[config.mk]
export PLATFORM = sky130hd
export DESIGN_NAME = fkm_seq
export DESIGN_NICKNAME = d
export VERILOG_FILES = /design/src/rtl/fkm_pkg.sv /design/src/rtl/fkm_seq.sv /design/src/rtl/fkm_key_cmp.sv
export SDC_FILE = /design/constraint.sdc
export NUM_CORES = 1
export LEC_CHECK = 0
export BUFFER_PORTS_ARGS = -buffer_cell sky130_fd_sc_hd__buf_2
export CAP_MARGIN = 30
export CORE_ASPECT_RATIO = 1.5
export CORE_UTILIZATION = 56
export CTS_CLUSTER_DIAMETER = 120
export DETAILED_ROUTE_END_ITERATION = 6
export HOLD_SLACK_MARGIN = 0.02
export PLACE_DENSITY_LB_ADDON = 0.15
export SLEW_MARGIN = 15
export SYNTH_ARGS = -nofsm -noshare
export SYNTH_HDL_FRONTEND = slang
export SYNTH_SLANG_ARGS = --single-unit
[constraint.sdc]
create_clock -name aclk -period 2.5 [get_ports aclk]
set_input_delay 0.5 -clock aclk [delete_from_list [all_inputs] [get_ports aclk]]
set_output_delay 0.5 -clock aclk [all_outputs]
set_load 0.05 [all_outputs]
[src/rtl/fkm_pkg.sv]
package fkm_pkg;

   // command codes
   localparam logic [7:0] CMD_BACKDOOR   = 8'h0c;
   localparam logic [7:0] CMD_USER_MARG  = 8'h0d;
   localparam logic [7:0] CMD_FIELD_MARG = 8'h0e;

   // index expected at launch
   localparam logic [2:0] IDX_BACKDOOR = 3'h4;
   localparam logic [2:0] IDX_MARGIN   = 3'h1;

   // key enable value that permits backdoor access
   localparam logic [1:0] KEY_ENABLED = 2'h2;

   // global address [17:16] of each block
   localparam logic [1:0] BLK_PROG = 2'h3;
   localparam logic [1:0] BLK_DATA = 2'h0;

   // margin settings
   localparam logic [15:0] MARG_NORMAL  = 16'h0000;
   localparam logic [15:0] MARG_USER1   = 16'h0001;
   localparam logic [15:0] MARG_USER0   = 16'h0002;
   localparam logic [15:0] MARG_FIELD1  = 16'h0003;
   localparam logic [15:0] MARG_FIELD0  = 16'h0004;
   localparam logic [2:0]  MARG_RST     = 3'h0;

   // register byte offsets
   localparam logic [7:0] OFF_CTRL   = 8'h00;
   localparam logic [7:0] OFF_STATUS = 8'h04;
   localparam logic [7:0] OFF_WORD   = 8'h08;
   localparam logic [7:0] OFF_MARGIN = 8'h0c;
   localparam logic [7:0] OFF_KEY    = 8'h10;

   // status bit positions
   localparam int ST_COMPLETE = 7;
   localparam int ST_ACC_ERR  = 5;

   // key compare takes one cycle per word
   localparam int N_KEYS = 4;

   typedef enum logic [1:0] {FKM_AXI_RESP_OKAY = 2'h0, FKM_AXI_RESP_SLVERR = 2'h2} fkm_resp_t;

endpackage

[src/rtl/fkm_seq.sv]
`timescale 1ns/1ps
// Operation
// - backdoor verify first checks key enable; disabled gives access error
// - key enable other than binary 10 means disabled
// - key word zero compares with first stored key word, rest in order
// - all keys equal releases the secured state
// - mismatch keeps security and locks out backdoor until reset
// - completion flag sets after backdoor verify whatever the outcome
// - backdoor verify with index not 100 gives access error
// - user margin command stores level for block then sets completion
// - data-block level affects data reads; program-block level affects program reads, and data reads while data levels are 0
// - user settings 0, 1, 2 are accepted
// - user margin error on bad index, block or setting
// - field margin command only honoured in special modes
// - field margin also accepts settings 3 and 4
// - field margin command stores level for block then sets completion
// - field level on program block governs program reads, and data reads while no data level is set; data only data
// - field margin error on bad index, mode, block or setting
module fkm_seq
   import fkm_pkg::*;
(
   input  wire logic        aclk,
   input  wire logic        aresetn,
   input  wire logic        ce,
   input  wire logic [1:0]  key_enable_field,
   input  wire logic        special_mode,
   input  wire logic        secured_at_reset,
   input  wire logic [15:0] stored_key0,
   input  wire logic [15:0] stored_key1,
   input  wire logic [15:0] stored_key2,
   input  wire logic [15:0] stored_key3,
   input  wire logic [7:0]  s_axi_awaddr,
   input  wire logic        s_axi_awvalid,
   output logic             s_axi_awready,
   input  wire logic [31:0] s_axi_wdata,
   input  wire logic [3:0]  s_axi_wstrb,
   input  wire logic        s_axi_wvalid,
   output logic             s_axi_wready,
   output logic [1:0]       s_axi_bresp,
   output logic             s_axi_bvalid,
   input  wire logic        s_axi_bready,
   input  wire logic [7:0]  s_axi_araddr,
   input  wire logic        s_axi_arvalid,
   output logic             s_axi_arready,
   output logic [31:0]      s_axi_rdata,
   output logic [1:0]       s_axi_rresp,
   output logic             s_axi_rvalid,
   input  wire logic        s_axi_rready,
   output logic             secured,
   output logic [2:0]       data_read_margin,
   output logic [2:0]       prog_read_margin
);
   import fkm_pkg::*;

   typedef enum logic [1:0] {FKM_IDLE, FKM_CHECK, FKM_KEYS} fkm_state_t;

   fkm_state_t  state;
   logic [15:0] command_object_words [6];
   logic [2:0]  command_word_index;
   logic        command_complete_flag;
   logic        access_error_flag;
   logic        lockout;
   logic [2:0]  user_data_marg;
   logic [2:0]  user_prog_marg;
   logic [2:0]  field_data_marg;
   logic [2:0]  field_prog_marg;
   logic [1:0]  key_en_s1;
   logic [1:0]  key_en_s2;
   logic        spec_s1;
   logic        spec_s2;
   logic        aw_held;
   logic        w_held;
   logic [7:0]  aw_addr;
   logic [31:0] w_data;
   logic [3:0]  w_strb;

   //////////////////////////////////////////////////////////////////////
   // pins from outside the domain pass two flops
   always_ff @(posedge aclk) begin
      if (!aresetn) begin
         key_en_s1 <= 2'h0;
         key_en_s2 <= 2'h0;
         spec_s1   <= 1'b0;
         spec_s2   <= 1'b0;
      end else if (ce) begin
         key_en_s1 <= key_enable_field;
         key_en_s2 <= key_en_s1;
         spec_s1   <= special_mode;
         spec_s2   <= spec_s1;
      end
   end

   //////////////////////////////////////////////////////////////////////
   // axi write path: address and data taken in either order
   wire wr_fire   = aw_held && w_held && !s_axi_bvalid;
   wire rd_fire   = s_axi_arvalid && s_axi_arready;
   wire hit_ctrl  = (aw_addr == OFF_CTRL);
   wire hit_stat  = (aw_addr == OFF_STATUS);
   wire hit_word  = (aw_addr == OFF_WORD);
   wire wr_mapped = hit_ctrl || hit_stat || hit_word;
   // launch: writing one to the completion flag clears it and starts
   wire launch    = wr_fire && hit_stat && w_strb[0] && w_data[ST_COMPLETE]
                    && command_complete_flag;
   wire clr_err   = wr_fire && hit_stat && w_strb[0] && w_data[ST_ACC_ERR];
   // command words only writable while idle, else they would shift mid-run
   wire word_we   = wr_fire && hit_word && command_complete_flag;
   wire idx_we    = wr_fire && hit_ctrl && w_strb[0] && command_complete_flag;

   // readies drop while frozen so no beat is lost to a stalled flop
   assign s_axi_awready = ce && !aw_held;
   assign s_axi_wready  = ce && !w_held;
   assign s_axi_arready = ce && !s_axi_rvalid;

   // each half waits until both are in; a new response waits for the old one
   always_ff @(posedge aclk) begin
      if (!aresetn) begin
         aw_held      <= 1'b0;
         w_held       <= 1'b0;
         aw_addr      <= 8'h00;
         w_data       <= 32'h0000_0000;
         w_strb       <= 4'h0;
         s_axi_bvalid <= 1'b0;
         s_axi_bresp  <= FKM_AXI_RESP_OKAY;
      end else if (ce) begin
         if (s_axi_awvalid && !aw_held) begin
            aw_held <= 1'b1;
            aw_addr <= {s_axi_awaddr[7:2], 2'b00};
         end
         if (s_axi_wvalid && !w_held) begin
            w_held <= 1'b1;
            w_data <= s_axi_wdata;
            w_strb <= s_axi_wstrb;
         end
         if (wr_fire) begin
            aw_held      <= 1'b0;
            w_held       <= 1'b0;
            s_axi_bvalid <= 1'b1;
            s_axi_bresp  <= wr_mapped ? FKM_AXI_RESP_OKAY : FKM_AXI_RESP_SLVERR;
         end else if (s_axi_bready) begin
            s_axi_bvalid <= 1'b0;
         end
      end
   end

   //////////////////////////////////////////////////////////////////////
   // command word storage, written at the current index
   always_ff @(posedge aclk) begin
      if (!aresetn) begin
         command_word_index <= 3'h0;
         for (int i = 0; i < 6; i++) command_object_words[i] <= 16'h0000;
      end else if (ce) begin
         if (idx_we) command_word_index <= w_data[2:0];
         if (word_we && command_word_index < 3'h6) begin
            if (w_strb[0]) command_object_words[command_word_index][7:0]  <= w_data[7:0];
            if (w_strb[1]) command_object_words[command_word_index][15:8] <= w_data[15:8];
         end
      end
   end

   //////////////////////////////////////////////////////////////////////
   // decode of the launched command
   wire [7:0]  cmd_code  = command_object_words[0][15:8];
   wire [1:0]  cmd_blk   = command_object_words[0][1:0];
   wire [15:0] marg_set  = command_object_words[1];
   wire        is_bd     = (cmd_code == CMD_BACKDOOR);
   wire        is_um     = (cmd_code == CMD_USER_MARG);
   wire        is_fm     = (cmd_code == CMD_FIELD_MARG);
   wire        blk_ok    = (cmd_blk == BLK_PROG) || (cmd_blk == BLK_DATA);
   wire        um_set_ok = (marg_set <= MARG_USER0);
   wire        fm_set_ok = (marg_set <= MARG_FIELD0);
   // backdoor: index, key enable and lockout all abort before compare
   wire        bd_err    = (command_word_index != IDX_BACKDOOR)
                           || (key_en_s2 != KEY_ENABLED)
                           || lockout;
   wire        um_err    = (command_word_index != IDX_MARGIN) || !blk_ok
                           || !um_set_ok;
   wire        fm_err    = (command_word_index != IDX_MARGIN) || !spec_s2
                           || !blk_ok || !fm_set_ok;

   // unknown codes are refused like a bad parameter
   wire        cmd_bad   = !(is_bd || is_um || is_fm);
   wire        cmd_err   = (is_bd && bd_err) || (is_um && um_err) || (is_fm && fm_err)
                           || cmd_bad;

   // supplied keys sit at command words one to four
   logic [15:0] sup_keys [N_KEYS];
   logic [15:0] ref_keys [N_KEYS];
   logic        cmp_done;
   logic        cmp_match;
   genvar k;
   for (k = 0; k < N_KEYS; k++) begin : g_keys
      assign sup_keys[k] = command_object_words[k + 1];
   end
   // stored key words in address order, word zero first
   assign ref_keys[0] = stored_key0;
   assign ref_keys[1] = stored_key1;
   assign ref_keys[2] = stored_key2;
   assign ref_keys[3] = stored_key3;
   // compare starts only once every refusal check has passed
   wire        cmp_start = (state == FKM_CHECK) && is_bd && !bd_err;
   // a good compare is the only way out of the secured state
   wire        key_ok    = (state == FKM_KEYS) && cmp_done && cmp_match;

   // the compare walks one word per cycle
   fkm_key_cmp #(.N(N_KEYS)) u_cmp (
      .aclk     (aclk),
      .aresetn  (aresetn),
      .ce       (ce),
      .start    (cmp_start),
      .supplied (sup_keys),
      .stored   (ref_keys),
      .done     (cmp_done),
      .match    (cmp_match)
   );

   //////////////////////////////////////////////////////////////////////
   // sequencer; errors leave levels and security untouched
   always_ff @(posedge aclk) begin
      if (!aresetn) begin
         state                 <= FKM_IDLE;
         command_complete_flag <= 1'b1;
         access_error_flag     <= 1'b0;
         lockout               <= 1'b0;
         user_data_marg        <= MARG_RST;
         user_prog_marg        <= MARG_RST;
         field_data_marg       <= MARG_RST;
         field_prog_marg       <= MARG_RST;
      end else if (ce) begin
         if (clr_err) access_error_flag <= 1'b0;
         unique case (state)
            FKM_IDLE: begin
               if (launch) begin
                  command_complete_flag <= 1'b0;
                  state                 <= FKM_CHECK;
               end
            end
            FKM_CHECK: begin
               if (is_bd && !bd_err) begin
                  state <= FKM_KEYS;
               end else begin
                  state                 <= FKM_IDLE;
                  command_complete_flag <= 1'b1;
                  if (cmd_err) begin
                     access_error_flag <= 1'b1;
                  end else if (is_um) begin
                     if (cmd_blk == BLK_PROG) user_prog_marg <= marg_set[2:0];
                     else                     user_data_marg <= marg_set[2:0];
                  end else if (is_fm) begin
                     if (cmd_blk == BLK_PROG) field_prog_marg <= marg_set[2:0];
                     else                     field_data_marg <= marg_set[2:0];
                  end
               end
            end
            FKM_KEYS: begin
               if (cmp_done) begin
                  state                 <= FKM_IDLE;
                  command_complete_flag <= 1'b1;
                  // lockout and error rise together on a mismatch
                  if (!cmp_match) begin
                     lockout           <= 1'b1;
                     access_error_flag <= 1'b1;
                  end
               end
            end
            default: state <= FKM_IDLE;
         endcase
      end
   end

   //////////////////////////////////////////////////////////////////////
   // security: loaded after reset, released only by a good key
   logic sec_loaded;
   always_ff @(posedge aclk) begin
      if (!aresetn) begin
         secured    <= 1'b1;
         sec_loaded <= 1'b0;
      end else if (ce) begin
         if (!sec_loaded) begin
            sec_loaded <= 1'b1;
            secured    <= secured_at_reset;
         end else if (key_ok) begin
            secured <= 1'b0;
         end
      end
   end

   // field level wins over user level once set; program level covers data reads too while the data level is zero
   wire [2:0] prog_lvl = (field_prog_marg != MARG_RST) ? field_prog_marg : user_prog_marg;
   wire [2:0] data_lvl = (field_data_marg != MARG_RST) ? field_data_marg : user_data_marg;
   // registered so the array reads see a settled level
   always_ff @(posedge aclk) begin
      if (!aresetn) begin
         prog_read_margin <= MARG_RST;
         data_read_margin <= MARG_RST;
      end else if (ce) begin
         prog_read_margin <= prog_lvl;
         data_read_margin <= (data_lvl != MARG_RST) ? data_lvl : prog_lvl;
      end
   end

   //////////////////////////////////////////////////////////////////////
   // read path: one named select per register word
   wire [5:0]  rd_adr   = s_axi_araddr[7:2];
   wire        rd_ctrl  = (rd_adr == OFF_CTRL[7:2]);
   wire        rd_stat  = (rd_adr == OFF_STATUS[7:2]);
   wire        rd_word  = (rd_adr == OFF_WORD[7:2]);
   wire        rd_marg  = (rd_adr == OFF_MARGIN[7:2]);
   wire        rd_key   = (rd_adr == OFF_KEY[7:2]);
   // an index past the last word reads zero instead of wrapping
   wire [15:0] cur_word = (command_word_index < 3'h6) ? command_object_words[command_word_index]
                                                      : 16'h0000;
   wire [31:0] rd_mux   =
      rd_ctrl ? {29'h0, command_word_index} :
      rd_stat ? {24'h0, command_complete_flag, 1'b0, access_error_flag, 5'h0} :
      rd_word ? {16'h0, cur_word} :
      rd_marg ? {20'h0, field_prog_marg, field_data_marg, user_prog_marg, user_data_marg} :
      rd_key  ? {30'h0, lockout, secured} : 32'h0;
   wire        rd_mapped = rd_ctrl || rd_stat || rd_word || rd_marg || rd_key;

   // the answer stands until rready; arready stays low meanwhile
   always_ff @(posedge aclk) begin
      if (!aresetn) begin
         s_axi_rvalid <= 1'b0;
         s_axi_rdata  <= 32'h0000_0000;
         s_axi_rresp  <= FKM_AXI_RESP_OKAY;
      end else if (ce) begin
         if (rd_fire) begin
            s_axi_rvalid <= 1'b1;
            s_axi_rdata  <= rd_mux;
            s_axi_rresp  <= rd_mapped ? FKM_AXI_RESP_OKAY : FKM_AXI_RESP_SLVERR;
         end else if (s_axi_rready) begin
            s_axi_rvalid <= 1'b0;
         end
      end
   end
endmodule

[src/rtl/fkm_key_cmp.sv]
`timescale 1ns/1ps
// compares supplied key words against stored words one per cycle
module fkm_key_cmp #(
   parameter int N = 4
) (
   input  wire logic        aclk,
   input  wire logic        aresetn,
   input  wire logic        ce,
   input  wire logic        start,
   input  wire logic [15:0] supplied [N],
   input  wire logic [15:0] stored   [N],
   output logic             done,
   output logic             match
);
   logic [$clog2(N+1)-1:0] cnt;
   logic                   busy;
   logic                   all_eq;
   logic [N-1:0]           eq;

   // per-word equality, word zero against first stored word
   genvar g;
   for (g = 0; g < N; g++) begin : g_eq
      assign eq[g] = (supplied[g] == stored[g]);
   end
   assign all_eq = &eq;

   //////////////////////////////////////////////////////////////////////
   // walk the words so timing resembles a real sequenced read
   always_ff @(posedge aclk) begin
      if (!aresetn) begin
         cnt   <= '0;
         busy  <= 1'b0;
         done  <= 1'b0;
         match <= 1'b0;
      end else if (ce) begin
         done <= 1'b0;
         if (start && !busy) begin
            busy <= 1'b1;
            cnt  <= '0;
         end else if (busy) begin
            if (cnt == ($clog2(N+1))'(N - 1)) begin
               busy  <= 1'b0;
               done  <= 1'b1;
               match <= all_eq;
            end else begin
               cnt <= cnt + 1'b1;
            end
         end
      end
   end
endmodule

After elaboration in Yosys (flattened, before gate mapping)
Memory sizes are Yosys's and may differ from the RTL's. A register that Yosys moved wholly into a read port is not among the register bits.
Index checks and enable logic that the tools add are counted.
- register bits: 104
- bits in latches: 0
- bits in writable memories: 96
- memory bits (read-only): 0
- input bits: 128
- word-level logic and storage cells: 219
- memories kept: 1
- memory list (memory ; depth ; bits a word ; rd ports ; clocked after memory_dff ; write ports ; RTL line ; RTL):
    command_object_words ; 6 ; 16 ; 6 ; 1 ; 6 ; fkm_seq.sv:58 ; logic [15:0] command_object_words [6];
- add/subtract/negate cells: 1
- multiply operators: 0
- divide/modulo/power cells: 0
- order comparisons: 3
- eq/ne operators: 25
- shift-type cells: 0
- muxes and demuxes: 60
- bitwise operators: 6
- reduce and logical (&&, ||, !) cells: 92
- operators by type and width (operator ; count):
    two-way mux 16 bit ; 5
    equality test 16 bit ; 4
    two-way mux 1 bit ; 35
    logical AND 1 bit ; 28
    two-way mux 3 bit ; 9
    equality test 8 x 4 -> 1 bit (second input constant) ; 3
    AND reduction 2 bit ; 10
    logical OR 1 bit ; 19
    equality test 6 x 2 -> 1 bit (second input constant) ; 3
    <= comparator 16 x 2 -> 1 bit (second input constant) ; 1
    <= comparator 16 x 3 -> 1 bit (second input constant) ; 1
    OR reduction 16 bit ; 1
    two-way mux 2 bit ; 7
    AND reduction 7 bit ; 2
    equality test 6 x 1 -> 1 bit (second input constant) ; 2
    two-way mux 12 bit ; 1
    AND reduction 4 bit ; 3
    AND reduction 6 bit ; 2
    nonzero test 3 bit ; 4
    zero test 1 bit ; 11
    nonzero test 2 bit ; 5
    zero test 8 bit ; 1
    != test 2 bit (second input constant) ; 4
    equality test 6 x 3 -> 1 bit (second input constant) ; 1
    other kinds (16) ; 25

Depth between registers and ports, before layout
Gate-level depths: netlist (run 1).
An unclocked memory read counts as a cell.
- depth after elaboration: 13
- mapped depth: 8
- depth with buffers taken out: 7

Cells and area by module
Synthesis (run 1) repeated with hierarchy kept, for this count alone.
- cells, all modules: 898
- area total of the unflattened synthesis: 10495.1 um^2
- by module, submodules not included (module ; instances ; cells each ; area an instance (um^2)):
    fkm_seq ; 1 ; 784 ; 9527.9
    fkm_key_cmp ; 1 ; 114 ; 967.2

Worst setup path after synthesis (run 1)
OpenSTA, ideal clock, no wires.
- path type: reg-to-reg
- start point: register s_axi_rvalid
- end point: register s_axi_rdata[10]
- data arrival time: 2239 ps
- data required time: 2372 ps
- slack: 134 ps
- stages on the path, launching flop included: 6
- path buffers: 1
- path through: dfxtp_1 > nor2b_1 > nand2_1 > clkbuf_1 > a222oi_1 > nor2_1
- word-level cells in the longest chain between the ends: 4
- ends and longest elaborated chain (what ; RTL line ; RTL):
    from (decl) ; fkm_seq.sv:47 ; output logic s_axi_rvalid,
    from (signal assigned) ; fkm_seq.sv:323 ; s_axi_rvalid <= 1'b0;
    from (signal assigned) ; fkm_seq.sv:328 ; s_axi_rvalid <= 1'b1;
    from (signal assigned) ; fkm_seq.sv:332 ; s_axi_rvalid <= 1'b0;
    zero test 1 bit ; fkm_seq.sv:112 ; assign s_axi_arready = ce && !s_axi_rvalid;
    logical AND 1 bit ; fkm_seq.sv:112 ;
    net s_axi_arready ; fkm_seq.sv:44 ; output logic s_axi_arready,
    logical AND 1 bit ; fkm_seq.sv:96 ; wire rd_fire = s_axi_arvalid && s_axi_arready;
    AND reduction 2 bit (no source line) ; - ;
    to (signal assigned) ; fkm_seq.sv:329 ; s_axi_rdata <= rd_mux;
    to (decl) ; fkm_seq.sv:45 ; output logic [31:0] s_axi_rdata,
The timed path passes the listed nets, and every way through them passes these cells.
A chain may end at the register's enable or synchronous reset.

==> metrics.md, run 1 <==
| Metric | Value |
|---|---|
| Data arrival time of the worst path | 2790 ps |
| Asr flop ratio synth | 0% |
| DRT antenna net count | 0 |
| Hold WC Path Type | input pin to flop |
| Highest metal used | met4 |
| Row cnt | 60 |
| Vias in the first global route | 7453 |
| Setup Skew | 15.71 ps |
| Worst-Margin Slew | 746.9 ps |
| Data required time of the worst path | 2920 ps |
| I/O pin total | 176 |
| Leading area contributor after synthesis | edfxtp_1 |
| Mapped Avg Cell Area | 11.34 sq um |
| CTS root buf | clkbuf_16 |
| Input/output buffers | 135 |
| RSZ-0062 raised after global routing | no |
| WL/cell | 20.56 microns |
| Clk_lat worst skew | 510 ps |
| Initial antenna violation count | 0 |
| Status | complete, but fails checks |
| Slew Viols, Final | 0 |
| Synth Flop Type | edfxtp_1 |
| Final HPWL DP | 20740 microns |
| Total number of vias | 7657 |
| Metal-1 WL | 10070 microns |
| Startpoint class of the critical path | flop |
| EDFF count, synth | 128 |
| Worst vdd ir | 659.4 uV |
| Synth top area cells | edfxtp_1 (38%), dfxtp_1 (17%), mux4_2 (7.1%), xor2_1 (4.7%), nor2_1 (4.5%) |
| Placed cells | 1286 |
| Antenna diodes | 0 |
| Area Overhead vs Synth | 18.98% |
| Max Fclk | 0.4225 GHz |
| Maxcap violations | 0 |
| Nets | 1229 |
| Hold slack | 231.9 ps |
| Initial Util | 57.05% |
| Post-synth top cells | edfxtp_1 (128), nor2_1 (121), dfxtp_1 (89) |
| Setup crit end kind | flop |
| Top cell type's share of synthesized area | 37.71% |
| Reg clk slew, reported paths | 60 ps |
| Final Hold Fails | 0 |
| CTS Buffer Depth | 3 |
| DRC | 13 |
| Die height | 167.2 microns |
| Reg2reg setup slack | 130 ps |
| First-pass GRT wire length | 41350 microns |
| # setup viols final | 0 |
| Min cycle time layout | 2367 ps |
| Syn Inst Count | 899 |
| P per Cell Area | 649.9 nW/um^2 |
| Yosys warns | 0 |
| Sequential area share after synthesis | 55.19% |
| CTS buffer count | 21 |
| Cell variety after synth | 64 |
| Power Total | 0.007882 W |
| DIE AREA | 18760 sq um |
| Post-Layout Cell Count | 1326 |
| Fin Setup TNS | 0 ps |
| Worst rel slew slack | 50.21% |
| TritonCTS clock tree | done |
| DR vias/cell | 5.775 |
| Failing checks | design-rule violations |
| WL final | 27260 microns |
| Leakage | 4.864 nW |
| Most common cell in the netlist | edfxtp_1 |
| Synthesized flop and latch total | 217 |
| Tot GR Track Use | 29.43% |
| Routability cong. | 0.9254 |
| H-tree level count | 1 |
| Fin crit share | 94.68% |
| Max FO, Critical Path | 6 |
| Die Width | 112.2 microns |
| Met2 wire length | 14040 microns |
| Core area | 17870 sq um |
| Grt ovf | 0 |
| Largest net degree at the start of global routing | 70 |
| Drt first pass iters | 7 |
| Layout cells sized above 1 | 24.62% |
| Crit Path Category | flop to flop |
| Post-synthesis cell area | 10190 sq um |
| CTS Sinks | 217 |
| DRT iter0 DRCs | 634 |
| Met3 WL | 1797 microns |
-- metrics by stage --
stage | area, sq um | utilization [%] | worst slack [ps]
finish | 12130 | 67.88 | 133.0
global route | 12130 | 67.88 | 2.810
CTS | 12100 | 67.72 | 52.00
detailed placement | 11390 | 63.74 | 86.65
global placement | 11390 | 63.74 | 93.25
floorplan | 10380 | - | 133.6
-- path summary, 6_finish.rpt --
path                                              from                              to  depth (start not counted)
max          command_object_words[1][14]$_SDFFCE_PN0P_  user_data_marg[1]$_SDFFE_PN0P_                          5
min                                     s_axi_wstrb[0]          w_strb[0]$_SDFFE_PN0P_                          3
max reg2reg  command_object_words[1][14]$_SDFFCE_PN0P_  user_data_marg[1]$_SDFFE_PN0P_                          5
min reg2reg             user_prog_marg[2]$_SDFFE_PN0P_  user_prog_marg[2]$_SDFFE_PN0P_                          2
-- power by group --
| group | switching, W | total [W] | internal (W) |
|---|---|---|---|
| registers | 0.0000866 | 0.00397 | 0.00389 |
| logic | 0.000410 | 0.000626 | 0.000216 |
| clock network | 0.00135 | 0.00328 | 0.00193 |
| total | 0.00185 | 0.00788 | 0.00604 |
-- registers in the layout (all words and copies together), names as in the netlist, 2 cells and up, named ones only --
register / count
command_word_index: 3
state: 2
prog_read_margin: 3
w_strb: 2
key_en_s1: 2
user_data_marg: 3
key_en_s2: 2
data_read_margin: 3
field_prog_marg: 3
user_prog_marg: 3
field_data_marg: 3
aw_addr: 6
w_data: 16
s_axi_rdata: 16
command_object_words: 128
u_cmp.cnt: 3
-- cells by family after synthesis --
group	count (synthesis)	synth area share [%]
DFF	217	55.19
and+or+nand+nor	321	15.71
AOI/OAI and AO/OA	129	7.954
muxes	66	10.48
buffers and inverters	94	4.272
xor gates and xnor gates	64	5.499
adders and majority gates	7	0.8592
other	1	0.03679
-- area by class of cell --
class / instances / area [sq um]
repair buffers: 183 / 1061
well taps: 217 / 271.5
clock buffers: 27 / 570.5
multi-input cells: 637 / 4330
inverters: 34 / 127.6
fillers: 1412 / 5739
flip-flops and latches: 217 / 5627
clock inverters: 11 / 140.1
-- per-layer routing --
layer | track usage, % | vias to the layer above
met5 | 0 | -
met4 | 14.49 | 0
met3 | 3.474 | 68
met2 | 52.47 | 332
met1 | 35.12 | 3689
li1 | - | 3568
-- worst max-delay path, cell delays in order (launching register included) --
cell and delay, ps:
edfxtp_1 450, or4_1 640, or3b_4 460, nor4_4 440, nand3_1 130, a21oi_1 160
-- placed cells by master, fill, tap and decap left out, drive strengths merged, types with 4 or more instances in the layout --
| cell | instances |
|---|---|
| conb | 50 |
| mux4 | 32 |
| nor3 | 9 |
| nand2b | 7 |
| o21ai | 25 |
| and2 | 18 |
| xor2 | 55 |
| nand2 | 79 |
| a211oi | 4 |
| a222oi | 6 |
| or4 | 4 |
| edfxtp | 128 |
| mux2i | 28 |
| a2bb2oi | 4 |
| buf | 183 |
| nor2 | 121 |
| o21a | 4 |
| mux2 | 6 |
| nor4 | 19 |
| xnor2 | 9 |
| nand4 | 13 |
| a21oi | 58 |
| nand3 | 21 |
| clkbuf | 27 |
| dfxtp | 89 |
| nand4b | 4 |
| nor2b | 5 |
| clkinv | 5 |
| inv | 35 |
| ha | 7 |
-- timing repair --
| action | 4_1_cts | 5_1_grt |
|---|---|---|
| resized for setup | 0 | 6 |
| setup buffers | 0 | 2 |
| hold buffers | 0 | 0 |
| endpoints found under the hold margin | 0 | 0 |
| setup endpoints to repair | 0 | 11 |
(Power assumes the default switching activity.)
==> run 2: changes to the inputs <==
--- a/config.mk
+++ b/config.mk
@@ -7,12 +7,12 @@
 export LEC_CHECK = 0
 export BUFFER_PORTS_ARGS = -buffer_cell sky130_fd_sc_hd__buf_2
 export CAP_MARGIN = 30
-export CORE_ASPECT_RATIO = 1.5
+export CORE_ASPECT_RATIO = 1.1
 export CORE_UTILIZATION = 56
 export CTS_CLUSTER_DIAMETER = 120
 export DETAILED_ROUTE_END_ITERATION = 6
 export HOLD_SLACK_MARGIN = 0.02
-export PLACE_DENSITY_LB_ADDON = 0.15
+export PLACE_DENSITY = 0.85
 export SLEW_MARGIN = 15
 export SYNTH_ARGS = -nofsm -noshare
 export SYNTH_HDL_FRONTEND = slang
==> metrics.md, run 2 (synthesis gave the netlist of run 1 again) <==
| Metric | Value |
|---|---|
| Initial antenna violation count | 1 (+1) |
| Pint | 0.005976 W (-1.0%) |
| Highest metal used | met5 |
| Clock group share of total power | 41.3% (-0.3 points) |
| Top reg by flops | command_object_words |
| Design Area, Final | 12110 sq um (-0.18%) |
| Nets | 1222 (-0.57%) |
| Maxcap violations | 0 (unchanged) |
| WL final | 28020 microns (+2.8%) |
| First-pass GRT wire length | 41890 microns (+1.3%) |
| Reg clk slew, reported paths | 60 ps (about the same) |
| Hold slack | 223.2 ps (-8.671 ps) |
| Die height | 143.5 microns (-14%) |
| Max Fclk | 0.4093 GHz (-3.1%) |
| Setup Skew | 15.25 ps (-0.4621 ps) |
| Startpoint class of the critical path | flop |
| WL/cell | 20.88 microns (+1.5%) |
| Fin Setup TNS | 0 ps (unchanged) |
| TritonCTS clock tree | done |
| # setup viols final | 0 (unchanged) |
| Leakage | 4.827 nW (-0.76%) |
| Comb power frac | 8.0% (about the same) |
| CTS Buffer Depth | 3 (unchanged) |
| Grt ovf | 0 (unchanged) |
| H-tree level count | 1 (unchanged) |
| Initial Util | 57.46% (+0.41 points) |
| Tot GR Track Use | 30.61% (+1.2 points) |
| Most common cell after layout, fill and taps aside | buf_2 |
| Largest register FFs | 128 (unchanged) |
| Worst rel slew slack | 51.87% (+1.7 points) |
| Fin crit share | 97.73% (+3.1 points) |
| DIE AREA | 18750 sq um (about the same) |
| Crit Path Category | flop to flop |
| CTS root buf | clkbuf_16 |
| Met3 WL | 2753 microns (+53%) |
| CTS buffer count | 23 (+9.5%) |
| DRT antenna net count | 0 (unchanged) |
| DRT iter0 DRCs | 844 (+33%) |
| DRC | 0 (-13) |
| Final Hold Fails | 0 (unchanged) |
| Drt first pass iters | 6 (-1) |
| Most frequent cells in the layout | buf_2 (135), edfxtp_1 (128), nor2_1 (121) |
| Core area | 17740 sq um (-0.71%) |
| Input/output buffers | 135 (unchanged) |
| Final HPWL DP | 20810 microns (+0.32%) |
| P_sw | 0.001865 W (+1.1%) |
| Fillers | 1295 (-8.3%) |
| Hold WC Path Type | input pin to flop |
| Top Registers | command_object_words x128, s_axi_rdata x16, w_data x16 |
| Min cycle time layout | 2443 ps (+76.36 ps) |
| Row cnt | 51 (-15%) |
| Slew Viols, Final | 0 (unchanged) |
| P per Cell Area | 647.7 nW/um^2 (-0.34%) |
| Area Overhead vs Synth | 18.77% |
| Sw Share | 23.78% (+0.37 points) |
| Final worst slack | 56.65 ps (-76.36 ps) |
| Largest net degree at the start of global routing | 70 (unchanged) |
| Vias in the first global route | 7708 (+3.4%) |
| Data arrival time of the worst path | 2840 ps (+50 ps) |
| Antenna diodes | 0 (unchanged) |
| DR vias/cell | 5.976 (+3.5%) |
| Total number of vias | 8020 (+4.7%) |
| FF/Latch Area | 5625 sq um (about the same) |
| Data required time of the worst path | 2900 ps (-20 ps) |
| Met2 wire length | 13460 microns (-4.2%) |
| Routability cong. | 0.9294 (+0.43%) |
| Metal-1 WL | 10220 microns (+1.4%) |
| Die Width | 130.6 microns (+16%) |
| Flop pwr share | 50.7% (+0.3 points) |
| Layout cells sized above 1 | 23.82% (-0.79 points) |
| CTS Sinks | 217 (unchanged) |
| I/O pin total | 176 (unchanged) |
| Worst vdd ir | 568.7 uV (-14%) |
| Clk_lat worst skew | 520 ps (about the same) |
| Pre-CTS WS | 64.79 ps (-21.86 ps) |
| Status | completed |
| Placement Cell Area | 11360 sq um (-0.26%) |
| Worst-Margin Slew | 721.9 ps (-25.00 ps) |
| Setup crit end kind | flop |
| Multi-input gate area | 4323 sq um (-0.17%) |
| Max FO, Critical Path | 3 (-3) |
## run 2: cell count changes in the layout (fill, tap and decap cells not counted), moves of 2 or more
cell and delta:
clkbuf_16 +3, clkbuf_2 -2, clkbuf_8 +2, buf_4 -10, clkbuf_1 +2, clkinvlp_2 +3
bufinv_16 -3
## run 2: power by group through the flow
stage | Sequential, W | Combinational [W] | Clock, W
6_report | 0.00398 | 0.000629 | 0.00324
5_1_grt | 0.00398 | 0.000675 | 0.00341
4_1_cts | 0.00397 | 0.000620 | 0.00325
3_5_place_dp | 0.00405 | 0.000616 | 0
3_3_place_gp | 0.00404 | 0.000599 | 0
2_1_floorplan | 0.00406 | 0.000361 | 0
## run 2: worst max-delay path: stages (launching register included)
cell,delay [ps]
edfxtp_1,390
ha_1,310
or4_1,590
or2_2,380
o31a_1,330
o31ai_1,240
a21oi_1,90
## run 2: what timing repair did
action / 4_1_cts / 5_1_grt
gates resized for setup: 0 / 5
setup endpoints to repair: 0 / 10
buffers inserted: 0 / 2
hold buffers: 0 / 0
## run 2: cell type report
cell class,instances,share of cell area (%)
clock buffer,32,5.539
clock inverter,10,0.4651
inverter,34,1.054
multi-input combinational,637,35.71
sequential,217,46.47
tap,238,2.460
timing repair buffer,174,8.309
## run 2: worst paths after layout
path | end | startpoint | cells after the start | slack (ps)
worst min-delay path | w_data[10]$_SDFFE_PN0P_ | s_axi_wdata[10] | 3 | 220
worst max register to register | access_error_flag$_SDFFE_PN0P_ | command_object_words[0][0]$_SDFFCE_PN0P_ | 6 | 60
worst min register to register | w_strb[1]$_SDFFE_PN0P_ | w_strb[1]$_SDFFE_PN0P_ | 2 | 450
worst max-delay path | access_error_flag$_SDFFE_PN0P_ | command_object_words[0][0]$_SDFFCE_PN0P_ | 6 | 60
## run 2: layer usage
metal  track usage, %  up-vias
met3            4.877      117
met1            39.05     3813
met4            15.49        2
li1                 -     3566
met2            50.43      522
met5                0        -
## run 2: metrics by stage
step | instances | utilization, % | total power [W]
2_1_floorplan | 948 | - | 0.004425
3_3_place_gp | 1298 | 64.03 | 0.004642
3_5_place_dp | 1298 | 64.03 | 0.004666
4_1_cts | 1340 | 68.13 | 0.007845
5_1_grt | 1342 | 68.25 | 0.008068
6_report | 1342 | 68.25 | 0.007841
==> run 3: changes to the inputs <==
--- a/config.mk
+++ b/config.mk
@@ -7,12 +7,14 @@
 export LEC_CHECK = 0
 export BUFFER_PORTS_ARGS = -buffer_cell sky130_fd_sc_hd__buf_2
 export CAP_MARGIN = 30
+export CELL_PAD_IN_SITES_DETAIL_PLACEMENT = 0
+export CELL_PAD_IN_SITES_GLOBAL_PLACEMENT = 1
 export CORE_ASPECT_RATIO = 1.1
-export CORE_UTILIZATION = 56
+export CORE_UTILIZATION = 45
 export CTS_CLUSTER_DIAMETER = 120
 export DETAILED_ROUTE_END_ITERATION = 6
 export HOLD_SLACK_MARGIN = 0.02
-export PLACE_DENSITY = 0.85
+export PLACE_DENSITY = 0.86
 export SLEW_MARGIN = 15
 export SYNTH_ARGS = -nofsm -noshare
 export SYNTH_HDL_FRONTEND = slang
==> metrics.md, run 3 (synthesis gave the netlist of run 1 again) <==
| Metric | Value |
|---|---|
| Setup Skew | 11.45 ps (-3.805 ps) |
| Largest stage delay, worst path | 580 ps (about the same) |
| Critical path cell sequence | ha_1 > or4_1 > or2_2 > nor4b_4 > buf_4 > nand3_1 > a21oi_1 |
| Setup crit end kind | flop |
| Reg2reg setup slack | 100 ps (+40 ps) |
| Hold slack | 212.5 ps (-10.68 ps) |
| Grt ovf | 0 (unchanged) |
| Pint | 0.006416 W (+7.4%) |
| Power Total | 0.008347 W (+6.5%) |
| Placement Cell Area | 11490 sq um (+1.1%) |
| Slew Viols, Final | 0 (unchanged) |
| WL/cell | 19.94 microns (-4.5%) |
| CTS buffer count | 24 (+4.3%) |
| Crit Path Category | flop to flop |
| Clock group share of total power | 44.9% (+3.6 points) |
| Layout cells sized above 1 | 24.84% (+1.0 points) |
| Comb power frac | 7.5% (-0.5 points) |
| Pre-CTS WS | 96.94 ps (+32.15 ps) |
| DR vias/cell | 5.497 (-8.0%) |
| Initial Util | 45.96% (-12 points) |
| Tot GR Track Use | 24.09% (-6.5 points) |
| Core area | 22180 sq um (+25%) |
| Design Area, Final | 12360 sq um (+2.1%) |
| Vias in the first global route | 7355 (-4.6%) |
| Final worst slack | 95.85 ps (+39.20 ps) |
| Final HPWL DP | 21150 microns (+1.6%) |
| Worst rel slew slack | 49.69% (-2.2 points) |
| Status | completed |
| Flop pwr share | 47.6% (-3.1 points) |
| Leakage | 4.930 nW (+2.1%) |
| Final Hold Fails | 0 (unchanged) |
| Critical path depth | 7 (+1) |
| Die height | 159.9 microns (+11%) |
| Die Width | 145.5 microns (+11%) |
| RSZ-0062 raised after global routing | yes |
| Antenna diodes | 0 (unchanged) |
| Drt first pass iters | 5 (-1) |
| TritonCTS clock tree | done |
| Top reg by flops | command_object_words |
| Largest net degree at the start of global routing | 70 (unchanged) |
| P_sw | 0.001932 W (+3.6%) |
| First-pass GRT wire length | 42040 microns (+0.36%) |
| Row cnt | 57 (+12%) |
| # setup viols final | 0 (unchanged) |
| CTS root buf | clkbuf_16 |
| Hold_buf cts | 0 (unchanged) |
| Max Fclk | 0.4159 GHz (+1.6%) |
| Hold path depth | 3 (unchanged) |
| Min cycle time layout | 2404 ps (-39.20 ps) |
| WL final | 28040 microns (about the same) |
| P per Cell Area | 675.2 nW/um^2 (+4.3%) |
| DRC | 0 (unchanged) |
| Sw Share | 23.14% (-0.64 points) |
| DRT antenna net count | 0 (unchanged) |
| Reg clk slew, reported paths | 60 ps (about the same) |
| CTS Sinks | 217 (unchanged) |
| Worst-Margin Slew | 754.6 ps (+32.68 ps) |
| I/O pin total | 176 (unchanged) |
| H-tree level count | 1 (unchanged) |
| DIE AREA | 23260 sq um (+24%) |
| CTS Buffer Depth | 3 (unchanged) |
| CP max-delay cell | or4_1 |
| DRT iter0 DRCs | 600 (-29%) |
| Routability cong. | 0.8975 (-3.4%) |
| Nets | 1228 (+0.49%) |
| Data required time of the worst path | 2940 ps (+40 ps) |
| Largest register FFs | 128 (unchanged) |
| Crit path buffers/inverters | 1 (+1) |
| Top Registers | command_object_words x128, s_axi_rdata x16, w_data x16 |
| Most common cell after layout, fill and taps aside | buf_2 |
| Input/output buffers | 135 (unchanged) |
| Most frequent cells in the layout | buf_2 (135), edfxtp_1 (128), nor2_1 (121) |
| Worst reg-to-reg path cell count | 7 (+1) |
| Hold WC Path Type | input pin to flop |
| Initial antenna violation count | 0 (-1) |
| Fin crit share | 96.17% (-1.6 points) |
| Total number of vias | 7729 (-3.6%) |
| Maxcap violations | 0 (unchanged) |
| Data arrival time of the worst path | 2840 ps (about the same) |
| Area Overhead vs Synth | 21.27% |
| Cell family with the largest share of critical-path delay | simple AND/OR/NAND/NOR gates |
| Startpoint class of the critical path | flop |
| Clk_lat worst skew | 520 ps (about the same) |
| Max FO, Critical Path | 6 (+3) |
| Fin util | 55.73% (-13 points) |
| Worst vdd ir | 535.3 uV (-5.9%) |
-- run 3: changes by cell type in the layout (fill, tap and decap cells not counted), moves of 2 or more --
cell        before  now
bufinv_16        0    3
clkinv_1         3    0
clkinvlp_4       1    3
clkinvlp_2       3    0
buf_4           36   40
clkbuf_16       24   26
clkbuf_1         4    2
o21ai_0         19   23
clkinv_2         1    3
o21ai_1          6    2
clkbuf_2         0    2
-- run 3: what timing repair did --
action	in CTS	in global routing
buffers inserted	0	1
resized for setup	0	1
endpoints found under the setup margin	0	9
-- run 3: path summary, 6_finish.rpt --
check,startpoint,endpoint
max,command_object_words[0][1]$_SDFFCE_PN0P_,field_data_marg[1]$_SDFFE_PN0P_
min,s_axi_wdata[15],w_data[15]$_SDFFE_PN0P_
max reg2reg,command_object_words[0][1]$_SDFFCE_PN0P_,field_data_marg[1]$_SDFFE_PN0P_
min reg2reg,w_strb[1]$_SDFFE_PN0P_,w_strb[1]$_SDFFE_PN0P_
-- run 3: area by class of cell --
type                       count  area [sq um]
clock buffer                  33         709.4
clock inverter                11         150.1
fill                        1917          9818
inverter                      34         127.6
multi-input combinational    637          4323
sequential                   217          5627
tap                          295         369.1
timing repair buffer         179          1056
-- run 3: tightest hold or removal path, stage by stage --
cell and delay (ps):
buf_2 90, nand2_1 40, a21oi_1 50
-- run 3: power by group through the flow --
stage          clock network (W)  registers (W)  logic [W]
5_1_grt                  0.00392        0.00398   0.000672
3_5_place_dp                   0        0.00405   0.000620
4_1_cts                  0.00378        0.00397   0.000623
3_3_place_gp                   0        0.00404   0.000615
2_1_floorplan                  0        0.00406   0.000361
6_report                 0.00375        0.00397   0.000626
-- run 3: metal layers --
layer / global-route usage, % / share of wire [%] / vias to the layer above
met2: 40.82 / 49 / 371
met5: 0 / 0 / -
met1: 31.08 / 39 / 3718
li1: - / - / 3580
met4: 8.612 / 3.3 / 0
met3: 4.143 / 9.0 / 60
-- run 3: per-stage QoR --
| step | TNS, ps | std cells |
|---|---|---|
| after floorplan | 0 | 948 |
| after global placement | 0 | 1361 |
| after detailed placement | 0 | 1361 |
| after CTS | 0 | 1405 |
| after global routing | -4.222 | 1406 |
| final | 0 | 1406 |
